===== src/asrs_pkg.sv =====
// Package holding constants and types for the ACPI sleep rail sequencer
package asrs_pkg;
	localparam int unsigned CLK_HZ = 100_000_000;
	localparam real POR_EXT_MS = 3.3;
	localparam real MSEL_MS = 3.0;
	localparam real DEGLITCH_US = 200.0;
	localparam real ACT_HOLD_MS = 50.0;
	localparam int unsigned POR_EXT_CYC = int'($ceil(POR_EXT_MS * CLK_HZ / 1.0e3));
	localparam int unsigned MSEL_CYC = int'($ceil(MSEL_MS * CLK_HZ / 1.0e3));
	localparam int unsigned DEGLITCH_CYC = int'($ceil(DEGLITCH_US * CLK_HZ / 1.0e6));
	localparam int unsigned ACT_HOLD_CYC = int'($ceil(ACT_HOLD_MS * CLK_HZ / 1.0e3));
	localparam int CNT_W = 24;
	localparam logic [1:0] SYNC_RST = 2'h0;

	typedef enum logic [2:0] {
		ST_ACTIVE = 3'b001,
		ST_S3 = 3'b010,
		ST_S45 = 3'b100
	} asrs_state_t;

	typedef struct packed {
		logic activeSwitchDrive;
		logic dual33SleepDrive;
		logic dual5StandbyDrive;
		logic memActiveDrive;
		logic memActiveRegulate;
		logic memSleepPass;
	} asrs_drive_t;

	typedef struct packed {
		logic memUv;
		logic dual33Uv;
		logic dual5Uv;
		logic overTemp;
	} asrs_mon_t;

	localparam asrs_drive_t DRIVE_OFF = '0;
endpackage : asrs_pkg


===== src/asrs_sequencer.sv =====
// Digital control core of the triple rail ACPI sleep sequencer
`timescale 1ns/1ps
module asrs_sequencer #(
	parameter int unsigned POR_EXT_CYCLES = asrs_pkg::POR_EXT_CYC,
	parameter int unsigned MSEL_CYCLES = asrs_pkg::MSEL_CYC,
	parameter int unsigned ACT_HOLD_CYCLES = asrs_pkg::ACT_HOLD_CYC
) (
	input wire logic ref_clk,
	input wire logic resetn,
	input wire logic standbyAboveThr,
	input wire logic supply12Good,
	input wire logic sleep3_req_n,
	input wire logic sleep5_req_n,
	input wire logic dual33_sleep_strap,
	input wire logic dual5_sleep_strap,
	input wire logic softStartLow,
	input wire asrs_pkg::asrs_mon_t monIn,
	input wire logic fault_memsel_pin_in,
	output logic fault_memsel_pin_out,
	output logic fault_memsel_pin_oe,
	output asrs_pkg::asrs_drive_t driveOut,
	output logic mem_level_select,
	output asrs_pkg::asrs_state_t stateOut,
	output logic porActive
);
	import asrs_pkg::*;

	// Two-flop synchronizers; only stage two is read by logic
	logic [10:0] syncA_reg;
	logic [10:0] syncB_reg;
	wire logic [10:0] rawIn = {standbyAboveThr, supply12Good, sleep3_req_n, sleep5_req_n,
		dual33_sleep_strap, dual5_sleep_strap, softStartLow, monIn};
	always_ff @(posedge ref_clk) begin
		if (!resetn) begin
			syncA_reg <= '0;
			syncB_reg <= '0;
		end else begin
			syncA_reg <= rawIn;
			syncB_reg <= syncA_reg;
		end
	end
	logic selPinA_reg;
	logic selPinB_reg;
	always_ff @(posedge ref_clk) begin
		if (!resetn) begin
			selPinA_reg <= 1'b0;
			selPinB_reg <= 1'b0;
		end else begin
			selPinA_reg <= fault_memsel_pin_in;
			selPinB_reg <= selPinA_reg;
		end
	end
	wire logic sbOk = syncB_reg[10];
	wire logic v12Ok = syncB_reg[9];
	wire logic s3n = syncB_reg[8];
	wire logic s5n = syncB_reg[7];
	wire logic strap33 = syncB_reg[6];
	wire logic strap5 = syncB_reg[5];
	wire logic shutdown = syncB_reg[4];
	wire asrs_mon_t mon = asrs_mon_t'(syncB_reg[3:0]);

	// Internal power-on reset extension
	logic [CNT_W-1:0] porCnt_reg;
	logic porHold_reg;
	always_ff @(posedge ref_clk) begin
		if (!resetn || !sbOk) begin
			porCnt_reg <= '0;
			porHold_reg <= 1'b1;
		end else if (porHold_reg) begin
			if (porCnt_reg == CNT_W'(POR_EXT_CYCLES - 1)) begin
				porHold_reg <= 1'b0;
			end
			porCnt_reg <= porCnt_reg + 1'b1;
		end
	end
	assign porActive = porHold_reg;

	// Release only at the terminal count; a new hold takes every drive down
	AST_POR_COUNT: assert property (@(posedge ref_clk) disable iff (!resetn)
		$fell(porHold_reg) |-> ($past(porCnt_reg) == CNT_W'(POR_EXT_CYCLES - 1)))
		else $error("internal reset released off its count");
	AST_POR_DRIVES_OFF: assert property (@(posedge ref_clk) disable iff (!resetn)
		porHold_reg |=> ##1 (driveOut == DRIVE_OFF))
		else $error("drive active while internal reset held");

	// Memory level select sampled once after release
	logic [CNT_W-1:0] mselCnt_reg;
	logic mselDone_reg;
	logic memSel_reg;
	always_ff @(posedge ref_clk) begin
		if (!resetn || porHold_reg) begin
			mselCnt_reg <= '0;
			mselDone_reg <= 1'b0;
			memSel_reg <= 1'b0;
		end else if (!mselDone_reg) begin
			mselCnt_reg <= mselCnt_reg + 1'b1;
			if (mselCnt_reg == CNT_W'(MSEL_CYCLES - 1)) begin
				mselDone_reg <= 1'b1;
				memSel_reg <= selPinB_reg;
			end
		end
	end
	assign mem_level_select = memSel_reg;

	AST_MSEL_COUNT: assert property (@(posedge ref_clk) disable iff (!resetn)
		$rose(mselDone_reg) |-> ($past(mselCnt_reg) == CNT_W'(MSEL_CYCLES - 1)))
		else $error("memory level latched off its count");

	// Request deglitch: a change in the request pair must stand for the whole window
	logic [1:0] reqPrev_reg;
	logic [CNT_W-1:0] dgCnt_reg;
	logic reqValid_reg;
	always_ff @(posedge ref_clk) begin
		if (!resetn || porHold_reg) begin
			reqPrev_reg <= 2'h3;
			dgCnt_reg <= '0;
			reqValid_reg <= 1'b0;
		end else begin
			reqPrev_reg <= {s5n, s3n};
			reqValid_reg <= 1'b0;
			if ({s5n, s3n} != reqPrev_reg) begin
				dgCnt_reg <= '0;
			end else if (dgCnt_reg != CNT_W'(DEGLITCH_CYC)) begin
				dgCnt_reg <= dgCnt_reg + 1'b1;
			end else begin
				reqValid_reg <= 1'b1;
			end
		end
	end

	// Decoded request: the pair that passed the window, not the live pins, so a
	// change in the cycle right after validation cannot slip through
	logic reqLegal;
	asrs_state_t reqState;
	always_comb begin
		reqLegal = 1'b1;
		reqState = ST_ACTIVE;
		unique case (reqPrev_reg)
			2'h3: reqState = ST_ACTIVE;
			2'h2: reqState = ST_S3;
			2'h0: reqState = ST_S45;
			default: reqLegal = 1'b0;
		endcase
	end

	// Operating state; first state after release follows the request pair
	asrs_state_t state_reg;
	logic started_reg;
	logic shutPrev_reg;
	always_ff @(posedge ref_clk) begin
		if (!resetn || porHold_reg) begin
			state_reg <= ST_ACTIVE;
			started_reg <= 1'b0;
		end else if (!started_reg) begin
			if (reqValid_reg && reqLegal) begin
				state_reg <= reqState;
				started_reg <= 1'b1;
			end
		end else if (reqValid_reg && reqLegal && !shutdown) begin
			unique case (state_reg)
				ST_ACTIVE: state_reg <= reqState;
				ST_S3: if (reqState == ST_ACTIVE) state_reg <= ST_ACTIVE;
				ST_S45: if (reqState == ST_ACTIVE) state_reg <= ST_ACTIVE;
			endcase
		end
	end
	assign stateOut = state_reg;
	wire logic sleeping = started_reg && (state_reg != ST_ACTIVE);

	// No state move without a validated request, and none while shut down once the first state is taken
	AST_DEGLITCH: assert property (@(posedge ref_clk) disable iff (!resetn)
		(!reqValid_reg && !porHold_reg) |=> $stable(state_reg))
		else $error("state moved without a validated request");
	AST_SHUT_BLOCK: assert property (@(posedge ref_clk) disable iff (!resetn)
		(started_reg && shutdown && !porHold_reg) |=> $stable(state_reg))
		else $error("state moved during shutdown");

	// Strap latches
	logic strap33_reg;
	logic strap5_reg;
	logic wasSleep_reg;
	always_ff @(posedge ref_clk) begin
		if (!resetn) begin
			strap33_reg <= 1'b0;
			strap5_reg <= 1'b0;
			wasSleep_reg <= 1'b0;
			shutPrev_reg <= 1'b0;
		end else begin
			wasSleep_reg <= sleeping;
			shutPrev_reg <= shutdown;
			// Tracks the straps up to the edge that enters sleep, so the first sleep
			// drive already sees them; changes during sleep are taken only as shutdown ends
			if (porHold_reg || !sleeping || (shutPrev_reg && !shutdown)) begin
				strap33_reg <= strap33;
				strap5_reg <= strap5;
			end
		end
	end

	// Hold-off after 12V good before driving in the active state
	logic [CNT_W-1:0] holdCnt_reg;
	logic actReady_reg;
	always_ff @(posedge ref_clk) begin
		if (!resetn || porHold_reg || !v12Ok) begin
			holdCnt_reg <= '0;
			actReady_reg <= 1'b0;
		end else if (!actReady_reg) begin
			holdCnt_reg <= holdCnt_reg + 1'b1;
			if (holdCnt_reg == CNT_W'(ACT_HOLD_CYCLES - 1)) begin
				actReady_reg <= 1'b1;
			end
		end
	end

	AST_HOLD_COUNT: assert property (@(posedge ref_clk) disable iff (!resetn)
		$rose(actReady_reg) |-> ($past(holdCnt_reg) == CNT_W'(ACT_HOLD_CYCLES - 1)))
		else $error("active hold-off ended off its count");

	// Rail drive decode
	asrs_drive_t drvNext;
	logic on33;
	logic on5;
	always_comb begin
		drvNext = DRIVE_OFF;
		on33 = (state_reg != ST_S45) || !strap33_reg;
		on5 = (state_reg == ST_ACTIVE) || strap5_reg;
		if (!started_reg || shutdown || !mselDone_reg) begin
			drvNext = DRIVE_OFF;
		end else if (state_reg == ST_ACTIVE) begin
			if (actReady_reg) begin
				drvNext.activeSwitchDrive = 1'b1;
				drvNext.memActiveDrive = 1'b1;
				drvNext.memActiveRegulate = !memSel_reg;
			end
		end else begin
			drvNext.dual33SleepDrive = on33;
			drvNext.dual5StandbyDrive = on5;
			drvNext.memSleepPass = (state_reg == ST_S3);
		end
	end
	always_ff @(posedge ref_clk) begin
		if (!resetn) begin
			driveOut <= DRIVE_OFF;
		end else begin
			driveOut <= drvNext;
		end
	end

	// Drives follow the state and the latched straps one cycle later
	AST_DUAL33_S3: assert property (@(posedge ref_clk) disable iff (!resetn)
		(sleeping && state_reg == ST_S3 && !shutdown && mselDone_reg)
		|=> driveOut.dual33SleepDrive)
		else $error("3.3V dual drive off in S3");

	AST_DUAL33_S45: assert property (@(posedge ref_clk) disable iff (!resetn)
		(sleeping && state_reg == ST_S45 && !shutdown && mselDone_reg)
		|=> (driveOut.dual33SleepDrive == !$past(strap33_reg)))
		else $error("3.3V dual drive disagrees with strap in S4/S5");

	AST_DUAL5_SLEEP: assert property (@(posedge ref_clk) disable iff (!resetn)
		(sleeping && !shutdown && mselDone_reg)
		|=> (driveOut.dual5StandbyDrive == $past(strap5_reg)))
		else $error("5V standby drive disagrees with strap in sleep");

	AST_MEM_S3: assert property (@(posedge ref_clk) disable iff (!resetn)
		(sleeping && state_reg == ST_S3 && !shutdown && mselDone_reg)
		|=> driveOut.memSleepPass)
		else $error("memory pass element off in S3");

	AST_ACTIVE_ON: assert property (@(posedge ref_clk) disable iff (!resetn)
		(started_reg && state_reg == ST_ACTIVE && actReady_reg && !shutdown && mselDone_reg)
		|=> (driveOut.activeSwitchDrive && driveOut.memActiveDrive))
		else $error("active drives off in active state");

	AST_MEM_MODE: assert property (@(posedge ref_clk) disable iff (!resetn)
		(started_reg && state_reg == ST_ACTIVE && actReady_reg && !shutdown && mselDone_reg)
		|=> (driveOut.memActiveRegulate == !$past(memSel_reg)))
		else $error("memory drive mode disagrees with level");

	AST_SLEEP_NO_ACTIVE: assert property (@(posedge ref_clk) disable iff (!resetn)
		sleeping |=> !driveOut.activeSwitchDrive)
		else $error("active switch driven in sleep");

	// Fault reporting only; no drive depends on it
	logic faultNext;
	always_comb begin
		faultNext = 1'b0;
		if (!shutdown && mselDone_reg && started_reg) begin
			faultNext = mon.overTemp;
			if (on33 && mon.dual33Uv) faultNext = 1'b1;
			if (on5 && mon.dual5Uv) faultNext = 1'b1;
			if (state_reg != ST_S45 && mon.memUv) faultNext = 1'b1;
		end
	end
	always_ff @(posedge ref_clk) begin
		if (!resetn) begin
			fault_memsel_pin_out <= 1'b0;
			fault_memsel_pin_oe <= 1'b0;
		end else begin
			fault_memsel_pin_out <= faultNext;
			fault_memsel_pin_oe <= mselDone_reg;
		end
	end

	// Under-voltage on any enabled rail raises the shared pin
	AST_FAULT_MEM_UV: assert property (@(posedge ref_clk) disable iff (!resetn)
		(mon.memUv && state_reg != ST_S45 && !shutdown && mselDone_reg && started_reg)
		|=> fault_memsel_pin_out)
		else $error("memory rail under-voltage not reported");
	AST_FAULT_DUAL33_UV: assert property (@(posedge ref_clk) disable iff (!resetn)
		(mon.dual33Uv && on33 && !shutdown && mselDone_reg && started_reg)
		|=> fault_memsel_pin_out)
		else $error("3.3V dual under-voltage not reported");
	AST_FAULT_DUAL5_UV: assert property (@(posedge ref_clk) disable iff (!resetn)
		(mon.dual5Uv && on5 && !shutdown && mselDone_reg && started_reg)
		|=> fault_memsel_pin_out)
		else $error("5V dual under-voltage not reported");
	AST_NO_FAULT_EARLY: assert property (@(posedge ref_clk) disable iff (!resetn)
		!mselDone_reg |=> !fault_memsel_pin_out)
		else $error("fault raised before level select latched");

	AST_SHUTDOWN_OFF: assert property (@(posedge ref_clk) disable iff (!resetn)
		shutdown |=> (driveOut == DRIVE_OFF && !fault_memsel_pin_out))
		else $error("drives or fault active in shutdown");
	AST_NO_S3_TO_S45: assert property (@(posedge ref_clk) disable iff (!resetn)
		(state_reg == ST_S3) |=> (state_reg != ST_S45))
		else $error("direct S3 to S4/S5 move");
	AST_NO_S45_TO_S3: assert property (@(posedge ref_clk) disable iff (!resetn)
		(state_reg == ST_S45) |=> (state_reg != ST_S3))
		else $error("direct S4/S5 to S3 move");
	AST_INVALID_HOLD: assert property (@(posedge ref_clk) disable iff (!resetn)
		(started_reg && !porHold_reg && reqPrev_reg == 2'h1) |=> $stable(state_reg))
		else $error("state changed on invalid request");
	AST_MEM_OFF_S45: assert property (@(posedge ref_clk) disable iff (!resetn)
		(state_reg == ST_S45) |=> (!driveOut.memSleepPass && !driveOut.memActiveDrive))
		else $error("memory rail on in S4/S5");
	AST_ACTIVE_SWITCH: assert property (@(posedge ref_clk) disable iff (!resetn)
		driveOut.activeSwitchDrive
		|-> (!driveOut.dual33SleepDrive && !driveOut.dual5StandbyDrive))
		else $error("active switch with sleep drives");
	AST_HOLDOFF: assert property (@(posedge ref_clk) disable iff (!resetn)
		!v12Ok |=> ##1 !driveOut.activeSwitchDrive)
		else $error("active drive without 12V hold-off");
	AST_STRAP_STEADY: assert property (@(posedge ref_clk) disable iff (!resetn)
		(sleeping && wasSleep_reg && !porHold_reg && !shutdown && !shutPrev_reg)
		|=> $stable(strap33_reg) && $stable(strap5_reg))
		else $error("strap latch changed during sleep");
	AST_MSEL_HOLD: assert property (@(posedge ref_clk) disable iff (!resetn)
		(mselDone_reg && !porHold_reg) |=> $stable(memSel_reg))
		else $error("memory level changed after latch");
	AST_FAULT_OT: assert property (@(posedge ref_clk) disable iff (!resetn)
		(mon.overTemp && !shutdown && mselDone_reg && started_reg) |=> fault_memsel_pin_out)
		else $error("over-temperature not reported");
endmodule : asrs_sequencer


===== config.mk =====
export PLATFORM = sky130hd
export DESIGN_NAME = asrs_sequencer
export DESIGN_NICKNAME = d
export VERILOG_FILES = /design/src/asrs_pkg.sv /design/src/asrs_sequencer.sv
export SDC_FILE = /design/constraint.sdc
export NUM_CORES = 1
export LEC_CHECK = 0
export BUFFER_PORTS_ARGS = -buffer_cell sky130_fd_sc_hd__buf_4
export CAP_MARGIN = 0
export CORE_MARGIN = 2
export CORE_UTILIZATION = 45
export DETAILED_ROUTE_END_ITERATION = 16
export PLACE_DENSITY = 0.66
export SKIP_LAST_GASP = 1
export SYNTH_ARGS = -nofsm -noshare
export SYNTH_HDL_FRONTEND = slang
export SYNTH_SLANG_ARGS = --single-unit

===== constraint.sdc =====
create_clock -name ref_clk -period 3.4 [get_ports ref_clk]
set_input_delay 0.34 -clock ref_clk [delete_from_list [all_inputs] [get_ports ref_clk]]
set_output_delay 0.34 -clock ref_clk [all_outputs]
set_load 0.02 [all_outputs]

==> results of run 1 <==
[stage by stage]
stage / setup WS [ps] / instance area, µm²
6_report: 1283 / 6992
3_5_place_dp: 1105 / 6397
2_1_floorplan: 1527 / 6107
3_3_place_gp: 1156 / 6397
5_1_grt: 990.8 / 6992
4_1_cts: 1287 / 6992
[cell type report]
cell class | count | area [µm²] | share of cell area [%]
sequential | 141 | 2823 | 40.37
clock buffer | 19 | 452.9 | 6.478
timing repair buffer | 27 | 202.7 | 2.899
multi-input combinational | 490 | 3073 | 43.95
tap | 176 | 220.2 | 3.150
inverter | 21 | 78.83 | 1.127
clock inverter | 13 | 141.4 | 2.022
[cell families after synthesis]
logic type	Yosys count	synth area share, %
simple gates	325	30.46
fa+ha+maj	5	1.024
compound gates	102	10.37
buf+inv	52	3.463
mux	7	1.147
flops	141	46.22
xor+xnor	51	7.314
[routing by layer]
layer,GRT usage [%],part of all wire (%),up-vias,wire (µm)
met5,0,0,-,0
met1,24.73,51,2296,6219
met4,6.613,1.5,0,187
met2,26.38,44,67,5388
li1,-,-,2509,-
met3,4.623,3.9,18,477
[layout by cell type, fill, tap and decap left out, types with 2 or more instances in the layout]
master / synthesis / layout
a21oi_1: 45 / 45
a31o_2: 4 / 4
a31oi_1: 2 / 2
and2_1: 28 / 28
and3_1: 8 / 8
and4_1: 10 / 10
and4b_1: 2 / 2
buf_4: 1 / 27
bufinv_16: 0 / 2
clkbuf_16: 0 / 17
clkbuf_8: 0 / 2
clkinv_2: 0 / 3
clkinv_4: 0 / 4
clkinvlp_4: 0 / 3
dfxtp_1: 141 / 141
ha_1: 5 / 5
inv_1: 21 / 21
mux2i_1: 7 / 7
nand2_1: 39 / 39
nand2b_1: 7 / 7
nand3_1: 27 / 27
nand3b_1: 5 / 5
nand4_1: 27 / 27
nor2_1: 63 / 63
nor2b_1: 6 / 6
nor3_1: 17 / 17
nor3b_1: 3 / 3
nor4_1: 20 / 20
nor4b_1: 10 / 10
o21a_1: 4 / 4
o21ai_0: 13 / 13
o31ai_1: 25 / 25
o32ai_1: 3 / 3
or2_2: 2 / 2
or3_1: 19 / 19
or4_1: 26 / 26
or4b_2: 2 / 2
xnor2_1: 31 / 31
xor2_1: 20 / 20
[power breakdown]
group          internal, W  switching [W]
clock network      0.00112       0.000707
registers          0.00167     0.00000557
logic            0.0000190      0.0000127
[final timing paths]
check / endpoint / slack, ps / cells past startpoint
worst max-delay path: porCnt_reg[19] / 1280 / 4
worst min-delay path: syncA_reg[10] / 130 / 2
worst max register to register: porCnt_reg[19] / 1280 / 4
worst min register to register: syncB_reg[10] / 430 / 1
==> flow_summary.json, run 1 <==
{
  "worstPathArrival_ps": 2460,
  "start_kind": "flop",
  "ys_seq_elements": 141,
  "clockRootBuffer": "clkbuf_16",
  "post-cts-setup-buffers": 0,
  "yosysWarnings": 0,
  "outcome": "completed",
  "antenna_found_initial": 0,
  "worstPathCellList": "and4_1 > nand4_1 > or4_1 > a21oi_1",
  "leakage_nw": 2.195,
  "grt_max_degree": 33,
  "start_util_pct": 46.12,
  "ir_drop_mv": 0.3399,
  "path_buf_inv": 0,
  "finalSetupViolCount": 0,
  "grt_use_total_pct": 17.74,
  "die_w_um": 120.5,
  "core_area_mm2": 0.01324,
  "end_kind": "flop",
  "worstMarginPinSlew_ps": 890.4,
  "critPathSlowestCell": "or4_1",
  "cp.required_ps": 3740,
  "place_hpwl_um": 8317,
  "htree_levels": 4,
  "cts_tree": "done",
  "routabilityCongestion": 0.7967,
  "nNetsFinal": 717,
  "synth_top_area_share_pct": 46.22,
  "hold_class": "input port to flop",
  "cts_made_buffers": 17,
  "total_power_w": 0.003531,
  "dr.pass1.iters": 4,
  "netlist_area_mm2": 0.006107,
  "grt_overflow": 0,
  "fmax_mhz": 472.3,
  "clk_pin_slew_ps": 60,
  "utilization_pct": 52.80,
  "syn_area_per_cell_um2": 8.942,
  "cp_top_family": "simple AND/OR/NAND/NOR gates",
  "antenna_left": 0,
  "drtIter0Drc": 302,
  "clockBufferDepth": 2,
  "reg2reg_from": "porCnt_reg[9]",
  "stdcell_count": 887,
  "clock_latency_ps": 420,
  "setup_tns_ps": 0,
  "timing.hold.ws_ps": 128.2,
  "num_rows": 42,
  "relSlewSlack_pct": 39.80,
  "wl_per_cell_um": 13.84,
  "synth_area_leaders": "dfxtp_1 (46%), xnor2_1 (4.4%), nor2_1 (3.9%), a21oi_1 (3.7%), or4_1 (3.2%)",
  "seq_area_frac_synth_pct": 46.22,
  "portBuffers": 26,
  "dieHeight_um": 120.5,
  "cp_max_fo": 16,
  "clkSinkCount": 141,
  "slew_viol_final": 0,
  "synth_top_area_cell": "dfxtp_1",
  "ys_types": 46,
  "p_per_area_mw_per_mm2": 505.0,
  "yosysMostFrequentCell": "dfxtp_1",
  "vias": 4890,
  "skew_ps": 7.220,
  "hold_viol": 0,
  "routed_via_density": 5.513,
  "drive_gt1_share_pct": 9.845,
  "synth_edf_count": 0,
  "fill_cells": 1227,
  "rsz0062_at_grt": "false",
  "fin_crit_ps": 2117,
  "drc_errors": 0,
  "die_area_mm2": 0.01452,
  "io_pins": 27,
  "maxCapViolCount": 0,
  "place_inst": 855,
  "syn-num-nets": 702,
  "routed_wl_um": 12270,
  "syn_inst": 683,
  "cts.repair.resized": 0,
  "startpoint": "porCnt_reg[9]",
  "path_class": "flop to flop",
  "holdCritStartpoint": "standbyAboveThr",
  "synth_common_cells": "dfxtp_1 (141), nor2_1 (63), a21oi_1 (45)",
  "synth_ff_type": "dfxtp_1",
  "synthArstFlopShare_pct": 0,
  "cts_hold_buffers": 0,
  "first_global_vias": 4422,
  "post-route-period-util_pct": 62.28,
  "area_delta_synth_final_pct": 14.48,
  "max_stage_delay_ps": 660,
  "diodes": 0,
  "grt_pass1_wl_um": 20910
}
Power figures use the tool's default switching activity.
==> run 2: changes to the inputs <==
- clock period: 3.4 -> 2.2 ns (I/O delays scaled with it)
==> run 2 against run 1 <==
Effect of this change:
- utilization rose by 1.1 points
- sequential cell count did not move
- critical path depth is 1 higher
- fmax is 3.0% higher
- count of clock-buffer cells in the layout is 7 higher
- clock power increased by 67%
- largest cell class unchanged
==> flow_summary.json, run 2 (synthesized netlist as in run 1, its figures left out) <==
{
  "die_w_um": 120.5,
  "post-route-period-util_pct": 93.44,
  "clock_latency_ps": 410,
  "rsz0062_at_grt": "false",
  "worstMarginPinSlew_ps": 664.0,
  "vias": 5009,
  "p_sw_w": 0.001060,
  "skew_ps": 3.866,
  "htree_levels": 4,
  "met3_usage_pct": 4.434,
  "cts_made_buffers": 17,
  "rr_worst_depth": 5,
  "routed_via_density": 5.566,
  "place_hpwl_um": 8754,
  "cts_tree": "done",
  "seqPwrFrac_pct": 45.5,
  "r2r-end": "holdCnt_reg[16]",
  "holdCritStartpoint": "standbyAboveThr",
  "min_to": "syncA_reg[10]",
  "grt_use_met1_pct": 24.25,
  "nNetsFinal": 731,
  "cp.required_ps": 2540,
  "first_global_vias": 4684,
  "path_class": "flop to flop",
  "clkSinkCount": 141,
  "grt_overflow": 0,
  "cts_hold_buffers": 0,
  "busiest_layer": "met2",
  "end_kind": "flop",
  "core_area_mm2": 0.01324,
  "num_rows": 42,
  "io_pins": 27,
  "drtIter0Drc": 362,
  "maxCapViolCount": 0,
  "start_util_pct": 46.12,
  "antenna_found_initial": 0,
  "cts.repair.resized": 0,
  "grt_max_degree": 32,
  "grt_use_total_pct": 18.42,
  "layout_common_cells": "dfxtp_1 (141), nor2_1 (63), a21oi_1 (45)",
  "slew_viol_final": 0,
  "dr.pass1.iters": 5,
  "fin_crit_ps": 2056,
  "p_sw_share_pct": 18.65,
  "drive_gt1_share_pct": 11.33,
  "clockRootBuffer": "clkbuf_16",
  "regToRegSetupSlack_ps": 140,
  "hold_class": "input port to flop",
  "routed_wl_um": 12840,
  "fill_cells": 1209,
  "clk_pin_slew_ps": 50,
  "gr-usage-met2_pct": 29.17,
  "start_kind": "flop",
  "dieHeight_um": 120.5,
  "hold_depth": 2,
  "fmax_mhz": 486.5,
  "p_int_w": 0.004625,
  "wl_per_cell_um": 14.27,
  "power_frac_clock_pct": 53.6,
  "antenna_left": 0,
  "ir_drop_mv": 0.5533,
  "clockBufferDepth": 2,
  "combPwrFrac_pct": 0.9,
  "stdcell_count": 900,
  "grt_pass1_wl_um": 21720,
  "relSlewSlack_pct": 55.11,
  "timing.hold.ws_ps": 12.35,
  "diodes": 0,
  "post-cts-setup-buffers": 0,
  "leakage_nw": 2.289,
  "setup_tns_ps": 0,
  "portBuffers": 26,
  "worstPathArrival_ps": 2400,
  "reg2reg_from": "holdCnt_reg[0]",
  "outcome": "completed",
  "cp_max_fo": 9,
  "final_common_cell": "dfxtp_1",
  "finalSetupViolCount": 0,
  "drc_errors": 0,
  "hold_viol": 0,
  "place_inst": 869,
  "die_area_mm2": 0.01452,
  "p_per_area_mw_per_mm2": 796.1,
  "routabilityCongestion": 0.8457,
  "area_delta_synth_final_pct": 16.94
}
## run 2: cell count changes in the layout (fill, tap and decap cells not counted), sizes merged
cell	delta
inv	-1
buf	+14
bufinv	+1
clkinv	-5
clkinvlp	-3
clkbuf	+7
## run 2: critical path: stages, from the launching register on
cell,delay [ps]
dfxtp_1,410
ha_1,210
nand3b_1,180
or3_1,500
or4_1,520
a21oi_1,170
## run 2: cell type report
| class | instances | area [µm²] | share of cell area [%] |
|---|---|---|---|
| multi-input combinational | 490 | 3073 | 43.03 |
| tap | 176 | 220.2 | 3.083 |
| sequential | 141 | 2823 | 39.52 |
| clock buffer | 26 | 539.3 | 7.551 |
| timing repair buffer | 41 | 307.8 | 4.310 |
| clock inverter | 5 | 100.1 | 1.402 |
| inverter | 21 | 78.83 | 1.104 |
## run 2: worst max-delay path by stage
stage / startpoint / to / slack (ps) / cells past startpoint
global route: holdCnt_reg[0] / holdCnt_reg[16] / 20 / 5
global placement: holdCnt_reg[0] / holdCnt_reg[20] / 230 / 5
CTS: holdCnt_reg[0] / holdCnt_reg[22] / 160 / 5
detailed placement: holdCnt_reg[0] / holdCnt_reg[22] / 180 / 5
finish: holdCnt_reg[0] / holdCnt_reg[16] / 140 / 5
floorplan: holdCnt_reg[0] / holdCnt_reg[20] / 330 / 6
## run 2: metrics by stage
| stage | total power, W | setup slack (ps) | util [%] | cell area (µm²) |
|---|---|---|---|---|
| 2_1_floorplan | 0.002664 | 326.8 | - | 6107 |
| 3_3_place_gp | 0.002691 | 228.7 | 49.10 | 6502 |
| 3_5_place_dp | 0.002694 | 178.3 | 49.10 | 6502 |
| 4_1_cts | 0.005726 | 157.7 | 53.93 | 7142 |
| 5_1_grt | 0.005852 | 15.12 | 53.93 | 7142 |
| 6_report | 0.005685 | 144.4 | 53.93 | 7142 |
## run 2: per-layer routing
layer | share of wire [%] | up-vias
met2 | 45 | 110
li1 | - | 2529
met3 | 4.1 | 22
met5 | 0 | -
met1 | 49 | 2348
met4 | 2.1 | 0
## run 2: power groups by stage
stage / registers [W] / clock network (W) / logic (W)
global route: 0.00259 / 0.00321 / 0.0000583
detailed placement: 0.00264 / 0 / 0.0000525
finish: 0.00259 / 0.00305 / 0.0000520
floorplan: 0.00264 / 0 / 0.0000272
global placement: 0.00264 / 0 / 0.0000504
CTS: 0.00259 / 0.00309 / 0.0000526
